<file path="src/hdl/charge_state_defines.svh">
// Purpose: Offsets, field positions and reset values for the charge
//          state controller.
// Assumes: APB with 32-bit data; every register is one aligned word.
// Notes:   Operation list below, one line per rule.
//
// Operation
// - In voltage regulation, end charge at set-pin 250 mV or 100 mV.
// - Set-pin 2.5 V is full current; termination same on both inputs.
// - After done, restart charging when output drops below recharge level.
// - Regulator on only while adapter or USB input is present.
// - Enable low with input present: regulator fed from battery.
// - No input: sleep, battery switch kept on to feed the system.
// - Input present, enable low: standby, input switches off, regulator on.
// - Enable high runs the device, low disables it; host drives it.
// - Status pins: pre on/on, fast on/off, done off/on, else off/off.
// - Power-good pulls low when input present above battery, off in sleep.
// - Output-droop mode cuts charge current and blocks termination.
// - Droop pin floating or driven high forces charge current to zero.
// - Fault above recharge level holds until battery drops, then restarts.
// - Power-on reset or enable toggle clears a latched timer fault.
// - Fault below recharge level: fault current on until battery rises.
// - Output under 1 V: input switches off, pull-ups on, until recovery (code: pull-ups stay off in standby).
// - Output 200 mV under battery: battery switch off, 10 mA source on.
// - Droop pin under 1 V suppresses battery short-circuit protection.
// - Safety timer expiry before termination stops charger, shows fault.
// - Thermal regulation disables termination detection.
`ifndef CHARGE_STATE_DEFINES_SVH
`define CHARGE_STATE_DEFINES_SVH

// Register map (byte addresses)
`define CSC_ADDR_W 8
`define CSC_CTRL_OFF 8'h00
`define CSC_STATUS_OFF 8'h04

// Control fields and reset value
`define CSC_CTRL_TERM_SEL 0
`define CSC_CTRL_RESET 1'h0

// Status fields
`define CSC_ST_STATE_LSB 0
`define CSC_ST_FAULT 3
`define CSC_ST_FAULT_BELOW 4
`define CSC_ST_OUT_SHORT 5
`define CSC_ST_BAT_SHORT 6
`define CSC_ST_ENABLE 7

// Synchronised input vector positions
`define SYN_W 18
`define SYN_CE 0
`define SYN_AC_PRESENT 1
`define SYN_USB_PRESENT 2
`define SYN_AC_ABOVE_BAT 3
`define SYN_USB_ABOVE_BAT 4
`define SYN_SET_BELOW_250 5
`define SYN_SET_BELOW_100 6
`define SYN_VREG_PHASE 7
`define SYN_OUT_BELOW_RCH 8
`define SYN_BAT_BELOW_LOWV 9
`define SYN_OUT_BELOW_1V 10
`define SYN_OUT_BELOW_BAT 11
`define SYN_DROOP_ACTIVE 12
`define SYN_DROOP_PIN_HIGH 13
`define SYN_DROOP_BELOW_1V 14
`define SYN_THERMAL_REG 15
`define SYN_TEMP_SUSPEND 16
`define SYN_TIMER_EXPIRED 17

`endif

</file>
<file path="src/hdl/charge_state_pkg.sv">
// Purpose: Types shared by the charge state controller.
// Assumes: Nothing beyond the defines header.
// Notes:   States use Gray codes along pre, fast, done.
package charge_state_pkg;

  // Charger states
  typedef enum logic [2:0] {
    S_SLEEP = 3'h0,
    S_PRE = 3'h1,
    S_FAST = 3'h3,
    S_DONE = 3'h2,
    S_FAULT = 3'h6,
    S_STANDBY = 3'h4
  } chg_state_t;

endpackage : charge_state_pkg

</file>
<file path="src/hdl/comparator_sync_if.sv">
// Purpose: Carries raw and synchronised comparator levels.
// Assumes: One clock domain.
// Notes:   Width is a parameter.
`timescale 1ns/1ps
`default_nettype none

interface comparator_sync_if #(parameter int W = 18);
  logic [W-1:0] raw;
  logic [W-1:0] synced;
  modport src (output raw, input synced);
  modport sync (input raw, output synced);
endinterface : comparator_sync_if

`default_nettype wire

</file>
<file path="src/hdl/comparator_sync.sv">
// Purpose: Two-flop synchroniser bank for comparator decisions.
// Assumes: Reset already synchronised to i_clock.
// Notes:   First stage is read only by the second stage.
`timescale 1ns/1ps
`default_nettype none

module comparator_sync #(
  parameter int W = 18
) (
  input wire logic i_clock, // System clock
  input wire logic i_rst_n, // Synchronised reset
  comparator_sync_if.sync bus // Raw in, synced out
);

  logic [W-1:0] meta_ff;
  logic [W-1:0] sync_ff;

  ////////////////////////////////////////////////////////////////////////////
  // One two-stage chain per bit
  genvar g;
  generate
    for (g = 0; g < W; g++)
    begin : g_bit
      always_ff @(posedge i_clock or negedge i_rst_n)
      begin
        if (!i_rst_n)
        begin
          meta_ff[g] <= 1'h0;
          sync_ff[g] <= 1'h0;
        end
        else
        begin
          meta_ff[g] <= bus.raw[g];
          sync_ff[g] <= meta_ff[g];
        end
      end
    end
  endgenerate

  // Synchronised levels out
  assign bus.synced = sync_ff;

endmodule : comparator_sync

`default_nettype wire

</file>
<file path="src/hdl/charge_state_control.sv">
// Purpose: Charge state control, power-path switches and status pins.
// Assumes: Comparator inputs are levels from analog decisions.
// Notes:   APB slave answers with one wait state.
//
// The implementer's own choices: the placing of the registers and register access over APB.
`include "charge_state_defines.svh"
`timescale 1ns/1ps
`default_nettype none

module charge_state_control
  import charge_state_pkg::*;
(
  input wire logic i_clock, // 40 MHz clock
  input wire logic i_arst_n, // Async reset, active low
  // APB slave
  input wire logic i_psel, // Slave select
  input wire logic i_penable, // Access phase
  input wire logic i_pwrite, // Write when high
  input wire logic [`CSC_ADDR_W-1:0] i_paddr, // Byte address
  input wire logic [31:0] i_pwdata, // Write data
  output logic [31:0] o_prdata, // Read data
  output logic o_pready, // Transfer done
  output logic o_pslverr, // Unmapped address
  // Host and comparator decisions
  input wire logic i_chip_enable, // Enable pin, high runs
  input wire logic i_ac_present, // Adapter present
  input wire logic i_usb_present, // USB present
  input wire logic i_ac_above_bat, // Adapter above battery
  input wire logic i_usb_above_bat, // USB above battery
  input wire logic i_set_below_250mv, // Set pin under 250 mV
  input wire logic i_set_below_100mv, // Set pin under 100 mV
  input wire logic i_vreg_phase, // Battery at regulation voltage
  input wire logic i_out_below_recharge, // Output under recharge level
  input wire logic i_bat_below_lowv, // Battery in precharge range
  input wire logic i_out_below_1v, // Output under 1 V
  input wire logic i_out_below_bat, // Output 200 mV under battery
  input wire logic i_droop_active, // Output-droop regulation on
  input wire logic i_droop_pin_high, // Droop pin floating or high
  input wire logic i_droop_below_1v, // Droop pin under 1 V
  input wire logic i_thermal_reg, // Junction thermal regulation
  input wire logic i_temp_suspend, // Temperature suspend
  input wire logic i_timer_expired, // Safety timer expired
  // Power path
  output logic o_adapter_input_switch, // Adapter switch on
  output logic o_usb_input_switch, // USB switch on
  output logic o_battery_switch, // Battery switch on
  output logic o_ac_pullup, // Adapter 500 ohm pull-up on
  output logic o_usb_pullup, // USB 500 ohm pull-up on
  output logic o_bat_recovery_src, // 10 mA recovery source on
  output logic o_ldo_enable, // Regulator on
  output logic o_ldo_from_battery, // Regulator fed by battery
  output logic o_charge_enable, // Charger running
  output logic o_charge_force_zero, // Charge current forced to zero
  output logic o_fault_current, // Fault-detect current on
  // Open-drain status pins, enable low drives low
  output logic o_status_out_first_o, // Pin data
  output logic o_status_out_first_oe_n, // Low pulls pin
  output logic o_status_out_second_o, // Pin data
  output logic o_status_out_second_oe_n, // Low pulls pin
  output logic o_adapter_power_good_o, // Pin data
  output logic o_adapter_power_good_oe_n, // Low pulls pin
  output logic o_usb_input_power_good_o, // Pin data
  output logic o_usb_input_power_good_oe_n // Low pulls pin
);

  ////////////////////////////////////////////////////////////////////////////
  // Reset release through two flops
  logic rst_meta_ff;
  logic rst_n_ff;

  always_ff @(posedge i_clock or negedge i_arst_n)
  begin
    if (!i_arst_n)
    begin
      rst_meta_ff <= 1'h0;
      rst_n_ff <= 1'h0;
    end
    else
    begin
      rst_meta_ff <= 1'h1;
      rst_n_ff <= rst_meta_ff;
    end
  end

  ////////////////////////////////////////////////////////////////////////////
  // Input synchronisers
  comparator_sync_if #(.W(`SYN_W)) cmp_if ();

  // Pack raw levels
  assign cmp_if.raw = {
    i_timer_expired, i_temp_suspend, i_thermal_reg, i_droop_below_1v,
    i_droop_pin_high, i_droop_active, i_out_below_bat, i_out_below_1v,
    i_bat_below_lowv, i_out_below_recharge, i_vreg_phase,
    i_set_below_100mv, i_set_below_250mv, i_usb_above_bat,
    i_ac_above_bat, i_usb_present, i_ac_present, i_chip_enable};

  comparator_sync #(.W(`SYN_W)) u_sync (
    .i_clock(i_clock),
    .i_rst_n(rst_n_ff),
    .bus(cmp_if.sync)
  );

  // Named synchronised levels
  wire logic [`SYN_W-1:0] syn = cmp_if.synced;
  wire logic ce = syn[`SYN_CE];
  wire logic ac_in = syn[`SYN_AC_PRESENT];
  wire logic usb_in = syn[`SYN_USB_PRESENT];
  wire logic out_below_rch = syn[`SYN_OUT_BELOW_RCH];
  wire logic out_short = syn[`SYN_OUT_BELOW_1V];
  wire logic droop_high = syn[`SYN_DROOP_PIN_HIGH];
  wire logic temp_susp = syn[`SYN_TEMP_SUSPEND];
  wire logic timer_exp = syn[`SYN_TIMER_EXPIRED];
  wire logic in_present = ac_in | usb_in;

  ////////////////////////////////////////////////////////////////////////////
  // APB register file
  logic term_sel_ff; // 0: tenth of C, 1: twenty-fifth of C
  logic pready_ff;
  logic pslverr_ff;
  logic [31:0] prdata_ff;
  chg_state_t state_ff;
  logic fault_ff;
  logic fault_below_ff;
  logic bat_short_ff;

  // Address decode
  wire logic hit_ctrl = (i_paddr == `CSC_CTRL_OFF);
  wire logic hit_status = (i_paddr == `CSC_STATUS_OFF);
  wire logic mapped = hit_ctrl | hit_status;
  wire logic access = i_psel & i_penable;
  wire logic wr_take = access & pready_ff & i_pwrite & hit_ctrl;

  // Status word
  logic [31:0] status_word;
  always_comb
  begin
    status_word = 32'h0;
    status_word[`CSC_ST_STATE_LSB +: 3] = state_ff;
    status_word[`CSC_ST_FAULT] = fault_ff;
    status_word[`CSC_ST_FAULT_BELOW] = fault_below_ff;
    status_word[`CSC_ST_OUT_SHORT] = out_short;
    status_word[`CSC_ST_BAT_SHORT] = bat_short_ff;
    status_word[`CSC_ST_ENABLE] = ce;
  end

  // Read mux
  logic [31:0] rd_mux;
  always_comb
  begin
    if (hit_ctrl)
      rd_mux = {31'h0, term_sel_ff};
    else if (hit_status)
      rd_mux = status_word;
    else
      rd_mux = 32'h0;
  end

  // Bus handshake: one wait state, data and error with ready
  always_ff @(posedge i_clock or negedge rst_n_ff)
  begin
    if (!rst_n_ff)
    begin
      pready_ff <= 1'h0;
      pslverr_ff <= 1'h0;
      prdata_ff <= 32'h0;
    end
    else
    begin
      pready_ff <= access & ~pready_ff;
      pslverr_ff <= access & ~pready_ff & ~mapped;
      prdata_ff <= (access & ~pready_ff & ~i_pwrite) ? rd_mux : 32'h0;
    end
  end

  // Control register
  always_ff @(posedge i_clock or negedge rst_n_ff)
  begin
    if (!rst_n_ff)
      term_sel_ff <= `CSC_CTRL_RESET;
    else if (wr_take)
      term_sel_ff <= i_pwdata[`CSC_CTRL_TERM_SEL];
  end

  ////////////////////////////////////////////////////////////////////////////
  // Charge state machine
  chg_state_t nxt_state;
  logic nxt_fault;
  logic nxt_fault_below;

  // Termination hit, blocked by droop, thermal loop and forced zero
  wire logic set_at_term = term_sel_ff ? syn[`SYN_SET_BELOW_100]
                                       : syn[`SYN_SET_BELOW_250];
  wire logic term_hit = syn[`SYN_VREG_PHASE] & set_at_term
                        & ~syn[`SYN_DROOP_ACTIVE]
                        & ~syn[`SYN_THERMAL_REG]
                        & ~droop_high;
  wire chg_state_t start_state = syn[`SYN_BAT_BELOW_LOWV] ? S_PRE : S_FAST;

  always_comb
  begin
    nxt_state = state_ff;
    nxt_fault = fault_ff;
    nxt_fault_below = fault_below_ff;
    if (!ce)
    begin
      nxt_fault = 1'h0;
      nxt_fault_below = 1'h0;
    end
    if (!in_present)
      nxt_state = S_SLEEP;
    else if (!ce)
      nxt_state = S_STANDBY;
    else
    begin
      case (state_ff)
        S_SLEEP, S_STANDBY:
          nxt_state = fault_ff ? S_FAULT : start_state;
        S_PRE, S_FAST:
          if (timer_exp)
          begin
            nxt_state = S_FAULT;
            nxt_fault = 1'h1;
            nxt_fault_below = out_below_rch;
          end
          else if (state_ff == S_PRE && !syn[`SYN_BAT_BELOW_LOWV])
            nxt_state = S_FAST;
          else if (state_ff == S_FAST && term_hit)
            nxt_state = S_DONE;
        S_DONE:
          if (out_below_rch)
            nxt_state = start_state;
        S_FAULT:
          if (fault_below_ff)
          begin
            if (!out_below_rch)
              nxt_fault_below = 1'h0;
          end
          else if (out_below_rch)
          begin
            nxt_fault = 1'h0;
            nxt_state = start_state;
          end
        default:
          nxt_state = S_SLEEP;
      endcase
    end
  end

  // State and fault latch
  always_ff @(posedge i_clock or negedge rst_n_ff)
  begin
    if (!rst_n_ff)
    begin
      state_ff <= S_SLEEP;
      fault_ff <= 1'h0;
      fault_below_ff <= 1'h0;
    end
    else
    begin
      state_ff <= nxt_state;
      fault_ff <= nxt_fault;
      fault_below_ff <= nxt_fault_below;
    end
  end

  ////////////////////////////////////////////////////////////////////////////
  // Power path and pin decode
  wire logic awake = (state_ff != S_SLEEP) && (state_ff != S_STANDBY);
  wire logic charging = (state_ff == S_PRE) || (state_ff == S_FAST);
  wire logic show = ce & ~temp_susp;
  wire logic nxt_bat_short = syn[`SYN_OUT_BELOW_BAT]
                             & ~syn[`SYN_DROOP_BELOW_1V];
  wire logic nxt_ac_sw = awake & ac_in & ~out_short;
  wire logic nxt_usb_sw = awake & ~ac_in & usb_in & ~out_short;
  wire logic nxt_ac_pu = awake & ac_in & out_short;
  wire logic nxt_usb_pu = awake & usb_in & out_short;
  wire logic nxt_ldo_en = in_present;
  wire logic nxt_ldo_bat = in_present & ~ce;
  wire logic nxt_chg_en = charging & ~droop_high & ~temp_susp;
  wire logic nxt_fault_cur = (state_ff == S_FAULT) & fault_below_ff
                             & out_below_rch;
  wire logic nxt_status_out_first_on = show & charging;
  wire logic nxt_status_out_second_on = show & ((state_ff == S_PRE)
                                    || (state_ff == S_DONE));
  wire logic nxt_adapter_power_good_on = (state_ff != S_SLEEP) & ac_in
                           & syn[`SYN_AC_ABOVE_BAT];
  wire logic nxt_usb_input_power_good_on = (state_ff != S_SLEEP) & usb_in
                            & syn[`SYN_USB_ABOVE_BAT];

  // Output flops, all off and released at reset
  logic ac_sw_ff;
  logic usb_sw_ff;
  logic bat_sw_ff;
  logic ac_pu_ff;
  logic usb_pu_ff;
  logic ldo_en_ff;
  logic ldo_bat_ff;
  logic chg_en_ff;
  logic force_zero_ff;
  logic fault_cur_ff;
  logic status_out_first_oe_n_ff;
  logic status_out_second_oe_n_ff;
  logic adapter_power_good_oe_n_ff;
  logic usb_input_power_good_oe_n_ff;
  logic od_data_ff;

  always_ff @(posedge i_clock or negedge rst_n_ff)
  begin
    if (!rst_n_ff)
    begin
      ac_sw_ff <= 1'h0;
      usb_sw_ff <= 1'h0;
      bat_sw_ff <= 1'h0;
      bat_short_ff <= 1'h0;
      ac_pu_ff <= 1'h0;
      usb_pu_ff <= 1'h0;
      ldo_en_ff <= 1'h0;
      ldo_bat_ff <= 1'h0;
      chg_en_ff <= 1'h0;
      force_zero_ff <= 1'h0;
      fault_cur_ff <= 1'h0;
      status_out_first_oe_n_ff <= 1'h1;
      status_out_second_oe_n_ff <= 1'h1;
      adapter_power_good_oe_n_ff <= 1'h1;
      usb_input_power_good_oe_n_ff <= 1'h1;
      od_data_ff <= 1'h0;
    end
    else
    begin
      ac_sw_ff <= nxt_ac_sw;
      usb_sw_ff <= nxt_usb_sw;
      bat_sw_ff <= ~nxt_bat_short;
      bat_short_ff <= nxt_bat_short;
      ac_pu_ff <= nxt_ac_pu;
      usb_pu_ff <= nxt_usb_pu;
      ldo_en_ff <= nxt_ldo_en;
      ldo_bat_ff <= nxt_ldo_bat;
      chg_en_ff <= nxt_chg_en;
      force_zero_ff <= droop_high;
      fault_cur_ff <= nxt_fault_cur;
      status_out_first_oe_n_ff <= ~nxt_status_out_first_on;
      status_out_second_oe_n_ff <= ~nxt_status_out_second_on;
      adapter_power_good_oe_n_ff <= ~nxt_adapter_power_good_on;
      usb_input_power_good_oe_n_ff <= ~nxt_usb_input_power_good_on;
      od_data_ff <= 1'h0;
    end
  end

  ////////////////////////////////////////////////////////////////////////////
  // Output ports
  assign o_prdata = prdata_ff;
  assign o_pready = pready_ff;
  assign o_pslverr = pslverr_ff;
  assign o_adapter_input_switch = ac_sw_ff;
  assign o_usb_input_switch = usb_sw_ff;
  assign o_battery_switch = bat_sw_ff;
  assign o_ac_pullup = ac_pu_ff;
  assign o_usb_pullup = usb_pu_ff;
  assign o_bat_recovery_src = bat_short_ff;
  assign o_ldo_enable = ldo_en_ff;
  assign o_ldo_from_battery = ldo_bat_ff;
  assign o_charge_enable = chg_en_ff;
  assign o_charge_force_zero = force_zero_ff;
  assign o_fault_current = fault_cur_ff;
  assign o_status_out_first_o = od_data_ff;
  assign o_status_out_first_oe_n = status_out_first_oe_n_ff;
  assign o_status_out_second_o = od_data_ff;
  assign o_status_out_second_oe_n = status_out_second_oe_n_ff;
  assign o_adapter_power_good_o = od_data_ff;
  assign o_adapter_power_good_oe_n = adapter_power_good_oe_n_ff;
  assign o_usb_input_power_good_o = od_data_ff;
  assign o_usb_input_power_good_oe_n = usb_input_power_good_oe_n_ff;

endmodule : charge_state_control

`default_nettype wire

</file>
<file path="config.mk">
export PLATFORM = sky130hd
export DESIGN_NAME = charge_state_control
export DESIGN_NICKNAME = d
export VERILOG_FILES = /design/src/hdl/charge_state_pkg.sv /design/src/hdl/comparator_sync_if.sv /design/src/hdl/comparator_sync.sv /design/src/hdl/charge_state_control.sv
export VERILOG_INCLUDE_DIRS = /design/src /design/src/hdl
export SDC_FILE = /design/constraint.sdc
export NUM_CORES = 1
export LEC_CHECK = 0
export BUFFER_PORTS_ARGS = -buffer_cell sky130_fd_sc_hd__clkbuf_2
export CAP_MARGIN = 15
export CORE_MARGIN = 2
export CORE_UTILIZATION = 30
export DETAILED_ROUTE_END_ITERATION = 10
export GPL_TIMING_DRIVEN = 0
export HOLD_SLACK_MARGIN = 0.1
export PLACE_DENSITY_LB_ADDON = 0.2
export SETUP_SLACK_MARGIN = 0.1
export SYNTH_ARGS = -nofsm -noshare
export SYNTH_HDL_FRONTEND = slang
export SYNTH_SLANG_ARGS = --single-unit
</file>
<file path="constraint.sdc">
create_clock -name i_clock -period 2 [get_ports i_clock]
set_input_delay 0.2 -clock i_clock [delete_from_list [all_inputs] [get_ports i_clock]]
set_output_delay 0.2 -clock i_clock [all_outputs]
set_load 0.005 [all_outputs]
</file>
==> results of run 1 <==
## cell type report
class | instances | area [µm²]
clock inverters | 1 | 5.00
fillers | 813 | 4710
inverters | 4 | 15.0
plain buffers | 31 | 228
multi-input cells | 99 | 599
clock buffers | 15 | 176
well taps | 105 | 131
flip-flops and latches | 69 | 1740
repair buffers | 77 | 490
## metrics by stage
stage,power (W),util [%],setup WS (ns)
global route,0.00293,41.8,0.356
detailed placement,0.00176,36.9,0.494
global placement,0.00175,36.9,0.421
CTS,0.00283,41.8,0.460
floorplan,0.00167,-,0.658
finish,0.00278,41.8,0.494
## routing by layer
layer	routed length, µm	global-route usage (%)	up-vias
met5	0	0	-
li1	-	-	755
met4	74	4.71	0
met2	1810	13.8	59
met3	356	3.99	10
met1	1790	12.3	692
## logic make-up (layout without fill, tap and decap cells)
family                 count (synthesis)  count (layout)  share of synthesized area [%]
other                                  2              29                          0.304
XOR/XNOR                               1               1                          0.354
flip-flops                            69              69                           70.0
buffers and inverters                 35             128                           9.82
multiplexers                           3               3                           1.32
AND/OR/NAND/NOR                       53              53                           14.7
AO/OA/AOI/OAI                         13              13                           3.44
## sequential cells by signal (all words and copies together) (netlist names), 3 cells and up
signal             flops
u_sync.meta_ff        18
u_sync.bus.synced     18
state_ff               3
o_prdata               8
## power by group
part	internal (W)	leakage (nW)	switching, W
clock network	0.000552	0.0937	0.000468
registers	0.00146	0.841	0.0000529
logic	0.000139	0.774	0.000102
## critical path: cells and delay by family (launching register included)
kind	cells	cell delay, ns
simple gates	3	0.73
flops	1	0.40
compound gates	1	0.26
## placed cells by master, fill, tap and decap left out, types with 2 or more instances in the layout
cell type	netlist	final
buf_2	2	2
dlygate4sd3_1	0	21
dfrtp_1	65	64
and2_1	8	8
inv_1	3	3
nor4_1	2	2
nor4b_1	2	2
clkbuf_8	0	12
nor2_1	9	9
clkbuf_2	0	56
nor3b_1	2	2
and3_1	3	3
nor3_1	2	2
dfstp_2	4	4
clkbuf_1	0	3
conb_1	2	29
nor2b_1	2	2
nor4_4	2	2
nand2_1	5	5
buf_4	29	29
nand3_1	5	5
o21ai_1	2	2
a21oi_1	3	3
or2_1	2	2
## worst max path at each step
stage | startpoint | end | slack (ns) | depth (start not counted)
floorplan | state_ff[2]$_DFFE_PN0P_ | state_ff[1]$_DFFE_PN0P_ | 0.66 | 5
global placement | rst_n_ff$_DFF_PN0_ | o_adapter_input_switch$_DFF_PN0_ | 0.42 | 0
detailed placement | u_sync.bus.synced[13]$_DFF_PN0_ | state_ff[1]$_DFFE_PN0P_ | 0.49 | 4
CTS | u_sync.bus.synced[13]$_DFF_PN0_ | state_ff[1]$_DFFE_PN0P_ | 0.46 | 4
global route | u_sync.bus.synced[13]$_DFF_PN0_ | state_ff[1]$_DFFE_PN0P_ | 0.36 | 4
finish | u_sync.bus.synced[13]$_DFF_PN0_ | state_ff[1]$_DFFE_PN0P_ | 0.49 | 4
==> results.txt, run 1 <==
Netlist Area Pre-Place = 0.00247 mm²
Worst Hold End = o_pslverr$_DFF_PN0_
largest net degree at the start of global routing = 68
Final Instance Count excl. Fillers = 401
Avg Cell Area, Syn = 14.0 µm²
H-tree levels = 3
CTS tree = yes
Area Overhead vs Synth = 36.7%
cell with the most instances after synthesis = dfrtp_1
pwr dens = 822 mW/mm²
hold_sp = i_paddr[6]
Worst-Margin Slew = 0.830 ns
# IOs = 116
min cycle time layout = 1.51 ns
Relative slew margins = 44.7%
total clock sinks = 69
Placed Area = 0.00299 mm²
worst r2r src = u_sync.bus.synced[13]$_DFF_PN0_
dpl cells = 364
Iteration-0 DRC Markers = 62
Cell Chain, Critical Path = nor4b_1, nand3_1, and3_1, a211o_1
first-pass GRT wire length = 6320 µm
Hold Vio Cnt, Final = 0
Final Setup Violations = 0
DR DRC count = 0
RSZ-0062 raised after global routing = no
maxcap violations = 0
EDFF count, synth = 0
Startpoint Class = flip-flop
register area share after synthesis = 70.0%
worst-path maximum fanout = 3
worst skew pair latency = 0.33 ns
flops & latches, synth = 69
Die X = 94.8 µm
Rows = 33
clock-pin slew on the worst setup and hold paths = 0.07 ns
worst hold path class = input port to flip-flop
Num CTS Buffers = 9
root buffer cell = clkbuf_8
PostCTS Resize Cnt = 0
die footprint = 0.00898 mm²
initial antenna violation count = 0
reg2reg end = state_ff[1]$_DFFE_PN0P_
CP endpoint kind = flip-flop
diode count = 0
drt first pass iters = 5
commonest cells in the netlist = dfrtp_1 (65), buf_4 (29), nor2_1 (9), and2_1 (8)
WHS Path Cells = 3
final hold slack = 0.160 ns
Yosys cell types = 42
Layout Skew = 0.00615 ns
Reg2Reg Depth = 4
arrival time worst endpoint = 1.72 ns
Final ANT Viol Nets = 0
cell count after synthesis = 176
Vert. Die Dim = 94.8 µm
vias in the first global route = 1331
share of the synthesized area in the top cell type = 65.8%
CTS Hold Bufs = 21
Initial Util = 30.6%
Yosys Warn Count = 0
share of layout cells above drive strength 1 = 38.2%
DR vias/cell = 3.78
period utilisation layout = 75.3%
final WL = 4030 µm
CP max stage delay = 0.40 ns
Core Area = 0.00809 mm²
static leakage = 1.71 nW
Worst path slowest cell = dfrtp_1
average wire per standard cell = 10.1 µm
ranking of synthesized cells by area = dfrtp_1 (66%), buf_4 (8.8%), dfstp_2 (4.3%)
worst vdd ir = 287 µV
fmax = 0.664 GHz
cell taking the most area after synthesis = dfrtp_1
flop-to-flop setup slack = 0.49 ns
vias = 1516
ys flop type = dfrtp_1
clk buf depth = 2
grt ovf = 0
GPL Wtd Cong = 0.762
I/O Buffers = 56
max-slew violation count = 0
ys async rst share = 100%
status = finished, final reports clean
fin nets = 354
gr usage total = 9.53%
worst path required time = 2.21 ns
design area = 0.00338 mm²
Setup TNS = 0 ns
DP HPWL = 2740 µm
critical path class = flip-flop to flip-flop
setup repair bufs after CTS = 0
No activity file was read; power rests on OpenSTA's default activity.
==> run 2: changes to the inputs <==
==> constraint.sdc (replaced) <==
create_clock -name i_clock -period 1.4 [get_ports i_clock]
set_input_delay 0.14 -clock i_clock [delete_from_list [all_inputs] [get_ports i_clock]]
set_output_delay 0.14 -clock i_clock [all_outputs]
set_load 0.005 [all_outputs]
==> results.txt, run 2 (synthesis gave the netlist of run 1 again) <==
Switching Fraction = 22.3% (-0.068 points)
worst r2r src = state_ff[2]$_DFFE_PN0P_
worst-path maximum fanout = 10 (+7)
commonest non-fill, non-tap cell in the layout = dfrtp_1
Core Area = 0.00809 mm² (unchanged)
final WL = 4210 µm (+4.5%)
CTS tree = yes
pwr dens = 1150 mW/mm² (+40%)
static leakage = 1.79 nW (+4.6%)
DR DRC count = 0 (unchanged)
combinational share of power = 9.5% (+0.8 points)
total clock sinks = 69 (unchanged)
period utilisation layout = 92.8% (+18 points)
Setup TNS = 0 ns (unchanged)
Area Overhead vs Synth = 43.6%
Hold Vio Cnt, Final = 0 (unchanged)
max-slew violation count = 0 (unchanged)
Vert. Die Dim = 94.8 µm (unchanged)
worst vdd ir = 493 µV (+72%)
flop-to-flop setup slack = 0.10 ns (-0.39 ns)
Die X = 94.8 µm (unchanged)
Rows = 33 (unchanged)
# IOs = 116 (unchanged)
Layout Skew = 0.00605 ns (-0.0000936 ns)
clock share of power = 37.1% (+0.4 points)
Initial Util = 30.6% (unchanged)
Num CTS Buffers = 9 (unchanged)
Final Setup Violations = 0 (unchanged)
Final ANT Viol Nets = 0 (unchanged)
first-pass GRT wire length = 6790 µm (+7.4%)
die footprint = 0.00898 mm² (unchanged)
maxcap violations = 0 (unchanged)
most frequent cells in the layout = dfrtp_1 (61), clkbuf_2 (56), buf_4 (35)
Pint = 0.00316 W (+47%)
CP top delay family = simple AND/OR/NAND/NOR gates
I/O Buffers = 56 (unchanged)
DR vias/cell = 3.78 (about the same)
hold_sp = i_paddr[3]
Startpoint Class = flip-flop
Iteration-0 DRC Markers = 47 (-24%)
status = finished, final reports clean
vias in the first global route = 1447 (+8.7%)
drt first pass iters = 4 (-1)
diode count = 0 (unchanged)
clk buf depth = 2 (unchanged)
fmax = 0.769 GHz (+16%)
initial antenna violation count = 0 (unchanged)
CP max stage delay = 0.36 ns (-0.04 ns)
share of layout cells above drive strength 1 = 43.8% (+5.6 points)
fin nets = 364 (+2.8%)
Final WS setup = 0.100 ns (-0.394 ns)
Worst path slowest cell = dfrtp_1
worst skew pair latency = 0.33 ns (about the same)
average wire per standard cell = 10.3 µm (+1.9%)
H-tree levels = 3 (unchanged)
Relative slew margins = 45.8% (+1.1 points)
arrival time worst endpoint = 1.52 ns (-0.20 ns)
GPL Wtd Cong = 0.774 (+1.5%)
root buffer cell = clkbuf_8
DP HPWL = 2780 µm (+1.5%)
grt ovf = 0 (unchanged)
largest net degree at the start of global routing = 68 (unchanged)
Cell Chain, Critical Path = buf_4, nand2b_4, nor4_4, nand2_1, a211o_1
RSZ-0062 raised after global routing = yes
gr usage total = 10.4% (+0.86 points)
sequential share of power = 53.4% (-1.2 points)
Worst-Margin Slew = 0.814 ns (-0.0163 ns)
vias = 1554 (+2.5%)
CP endpoint kind = flip-flop
pre-CTS setup slack = -0.107 ns (-0.601 ns)
Crit path buffers/inverters = 1 (+1)
worst path required time = 1.62 ns (-0.59 ns)
critical path class = flip-flop to flip-flop
min cycle time layout = 1.30 ns (-0.206 ns)
crit path launch = state_ff[2]$_DFFE_PN0P_
clock-pin slew on the worst setup and hold paths = 0.07 ns (about the same)
worst hold path class = input port to flip-flop
Switch Pwr = 0.000910 W (+46%)
## run 2: worst min-delay path, delay by kind of cell
family / cells / cell delay, ns
and+or+nand+nor: 3 / 0.24
buffers and inverters: 1 / 0.07
## run 2: final cells by class
cell class	count	area (µm²)
buffer	31	240
clock buffer	15	186
clock inverter	1	5.00
fill	796	4540
inverter	4	15.0
multi-input combinational	99	657
sequential	69	1740
tap	105	131
timing repair buffer	87	577
## run 2: final timing paths
check,endpoint,cells after the start
setup / recovery,state_ff[1]$_DFFE_PN0P_,5
max in group asynchronous,u_sync.bus.synced[0]$_DFF_PN0_,0
hold / removal,o_prdata[0]$_DFF_PN0_,4
min in group asynchronous,u_sync.bus.synced[10]$_DFF_PN0_,0
setup reg to reg,state_ff[1]$_DFFE_PN0P_,5
hold reg to reg,u_sync.bus.synced[5]$_DFF_PN0_,0
## run 2: power groups by stage
stage | logic, W | registers, W | clock network [W]
after global placement | 0.000296 | 0.00221 | 0
after CTS | 0.000371 | 0.00218 | 0.00159
after global routing | 0.000432 | 0.00220 | 0.00168
after detailed placement | 0.000299 | 0.00221 | 0
final | 0.000387 | 0.00218 | 0.00151
after floorplan | 0.000194 | 0.00219 | 0
## run 2: repair_timing
item | in CTS | in global routing
endpoints found under the hold margin | 23 | 0
endpoints found under the setup margin | 10 | 13
gates resized for setup | 11 | 10
buffers inserted | 4 | 3
hold buffers | 24 | 0
pin swaps | 7 | 5
## run 2: routing by layer
| layer | up-vias | track usage [%] | wire [µm] |
|---|---|---|---|
| met3 | 7 | 4.47 | 335 |
| met5 | - | 0 | 0 |
| li1 | 776 | - | - |
| met1 | 711 | 13.2 | 1780 |
| met2 | 60 | 15.0 | 2010 |
| met4 | 0 | 5.43 | 83 |
## run 2: metrics by stage
step | total power (W) | hold WS, ns | cell area, µm² | cells | util, %
floorplan | 0.00239 | -0.156 | 2570 | 203 | -
global placement | 0.00251 | -0.0727 | 2990 | 364 | 36.9
detailed placement | 0.00251 | -0.0729 | 2990 | 364 | 36.9
CTS | 0.00413 | 0.142 | 3490 | 408 | 43.2
global route | 0.00431 | 0.158 | 3550 | 411 | 43.9
finish | 0.00407 | 0.163 | 3550 | 411 | 43.9
==> run 3: changes to the inputs <==
--- a/config.mk
+++ b/config.mk
@@ -14,7 +14,9 @@
 export GPL_TIMING_DRIVEN = 0
 export HOLD_SLACK_MARGIN = 0.1
 export PLACE_DENSITY_LB_ADDON = 0.2
+export REMOVE_ABC_BUFFERS = 1
 export SETUP_SLACK_MARGIN = 0.1
 export SYNTH_ARGS = -nofsm -noshare
 export SYNTH_HDL_FRONTEND = slang
 export SYNTH_SLANG_ARGS = --single-unit
+export TNS_END_PERCENT = 50
==> results.txt, run 3 (synthesis gave the netlist of run 1 again) <==
Startpoint Class = flip-flop
clock-pin slew on the worst setup and hold paths = 0.07 ns (about the same)
fmax = 0.762 GHz (-0.96%)
busiest grt layer = met2
DR vias/cell = 3.94 (+4.2%)
H-tree levels = 3 (unchanged)
Area Overhead vs Synth = 37.9%
Final ANT Viol Nets = 0 (unchanged)
min cycle time layout = 1.31 ns (+0.0126 ns)
Core Area = 0.00809 mm² (unchanged)
GPL Wtd Cong = 0.770 (-0.52%)
die footprint = 0.00898 mm² (unchanged)
worst vdd ir = 517 µV (+4.9%)
reg2reg end = state_ff[1]$_DFFE_PN0P_
status = finished, final reports clean
average wire per standard cell = 11.1 µm (+8.7%)
Worst path slowest cell = dfrtp_1
fin nets = 345 (-5.2%)
met1 Use GR = 14.0% (+0.82 points)
GR met3 Demand/Resource = 3.19% (-1.3 points)
met2 Usage GRT = 15.1% (+0.059 points)
worst path required time = 1.63 ns (about the same)
DP HPWL = 2670 µm (-4.0%)
Worst-Margin Slew = 0.827 ns (+0.0131 ns)
grt ovf = 0 (unchanged)
WHS Path Cells = 4 (unchanged)
maxcap violations = 0 (unchanged)
Final Setup Violations = 0 (unchanged)
CP endpoint kind = flip-flop
final hold slack = 0.162 ns (-0.000796 ns)
worst-path maximum fanout = 3 (-7)
Cell Chain, Critical Path = mux2_4, nand3_2, buf_4, nand2_2, a211o_1
worst r2r src = term_sel_ff$_DFFE_PN0P_
share of layout cells above drive strength 1 = 42.2% (-1.6 points)
pre-CTS setup slack = -0.136 ns (-0.0292 ns)
commonest non-fill, non-tap cell in the layout = dfrtp_1
flop-to-flop setup slack = 0.09 ns (about the same)
Worst Hold End = o_prdata[0]$_DFF_PN0_
Final WS setup = 0.0875 ns (-0.0126 ns)
# IOs = 116 (unchanged)
Hold Vio Cnt, Final = 0 (unchanged)
worst hold path class = input port to flip-flop
largest net degree at the start of global routing = 68 (unchanged)
vias = 1545 (-0.58%)
Design Power = 0.00409 W (+0.54%)
worst skew pair latency = 0.34 ns (about the same)
register area = 0.00174 mm² (+0.22%)
gr usage total = 10.8% (+0.40 points)
CTS tree = yes
Crit path buffers/inverters = 1 (unchanged)
Die X = 94.8 µm (unchanged)
Layout Skew = 0.00722 ns (+0.00116 ns)
max-slew violation count = 0 (unchanged)
clk buf depth = 2 (unchanged)
Num CTS Buffers = 9 (unchanged)
Relative slew margins = 44.9% (-0.87 points)
critical path class = flip-flop to flip-flop
arrival time worst endpoint = 1.54 ns (+0.02 ns)
Vert. Die Dim = 94.8 µm (unchanged)
most frequent cells in the layout = dfrtp_1 (58), clkbuf_2 (56), conb_1 (29)
Multi-input gate area = 664 µm² (+1.1%)
DR DRC count = 0 (unchanged)
period utilisation layout = 93.7% (+0.90 points)
Rows = 33 (unchanged)
RSZ-0062 raised after global routing = yes
Util after Layout = 42.1% (-1.8 points)
initial antenna violation count = 0 (unchanged)
Iteration-0 DRC Markers = 62 (+32%)
I/O Buffers = 56 (unchanged)
Initial Util = 30.6% (unchanged)
diode count = 0 (unchanged)
fillcell total = 804 (+1.0%)
final WL = 4370 µm (+3.7%)
static leakage = 1.67 nW (-6.6%)
total clock sinks = 69 (unchanged)
CP top delay family = flip-flops
drt first pass iters = 4 (unchanged)
root buffer cell = clkbuf_8
hold_sp = i_paddr[3]
Reg2Reg Depth = 5 (unchanged)
pwr dens = 1200 mW/mm² (+4.7%)
first-pass GRT wire length = 7030 µm (+3.6%)
CP max stage delay = 0.40 ns (+0.04 ns)
Setup TNS = 0 ns (unchanged)
vias in the first global route = 1467 (+1.4%)
## run 3: cell type report
type | instances | area share, %
clock buffer | 9 | 3.63
clock inverter | 7 | 1.95
inverter | 4 | 0.441
multi-input combinational | 99 | 19.5
sequential | 69 | 51.1
tap | 105 | 3.85
timing repair buffer | 99 | 19.5
## run 3: worst max-delay path by stage
| stage | from | end | slack, ns | cells after the start |
|---|---|---|---|---|
| detailed placement | u_sync.bus.synced[13]$_DFF_PN0_ | state_ff[1]$_DFFE_PN0P_ | -0.14 | 4 |
| CTS | u_sync.bus.synced[15]$_DFF_PN0_ | state_ff[1]$_DFFE_PN0P_ | 0.03 | 4 |
| global placement | rst_n_ff$_DFF_PN0_ | o_prdata[6]$_DFF_PN0_ | -1.45 | 0 |
| floorplan | rst_n_ff$_DFF_PN0_ | fault_below_ff$_DFF_PN0_ | -0.66 | 0 |
| finish | term_sel_ff$_DFFE_PN0P_ | state_ff[1]$_DFFE_PN0P_ | 0.09 | 5 |
| global route | u_sync.bus.synced[15]$_DFF_PN0_ | state_ff[1]$_DFFE_PN0P_ | 0.02 | 4 |
## run 3: what timing repair did
item                                    in CTS  in global routing
endpoints found under the setup margin      12                 13
setup buffers                                7                 11
pin swaps                                    5                  6
cloned                                       0                  1
hold buffers                                24                  0
endpoints found under the hold margin       23                  0
gates resized for setup                      8                 15
## run 3: worst reg2reg max path, delay by kind of cell (launching register included)
| kind | cells | cell delay, ns |
|---|---|---|
| AOI/OAI and AO/OA | 1 | 0.26 |
| buffers and inverters | 1 | 0.11 |
| DFF | 1 | 0.40 |
| muxes | 1 | 0.31 |
| and+or+nand+nor | 2 | 0.13 |
## run 3: report_power, final
group	total [W]	internal, W	switching, W
Clock	0.00155	0.000811	0.000738
Combinational	0.000359	0.000209	0.000150
Sequential	0.00219	0.00209	0.0000917
## run 3: layer usage
metal,routed length [µm],vias to the layer above
li1,-,740
met3,360,11
met1,1880,732
met5,0,-
met2,2000,62
met4,128,0
## run 3: metrics by stage
step / cell area (µm²) / instances
final: 3410 / 392
after global routing: 3410 / 392
after CTS: 3280 / 380
after detailed placement: 2760 / 333
after global placement: 2760 / 333
after floorplan: 2350 / 172
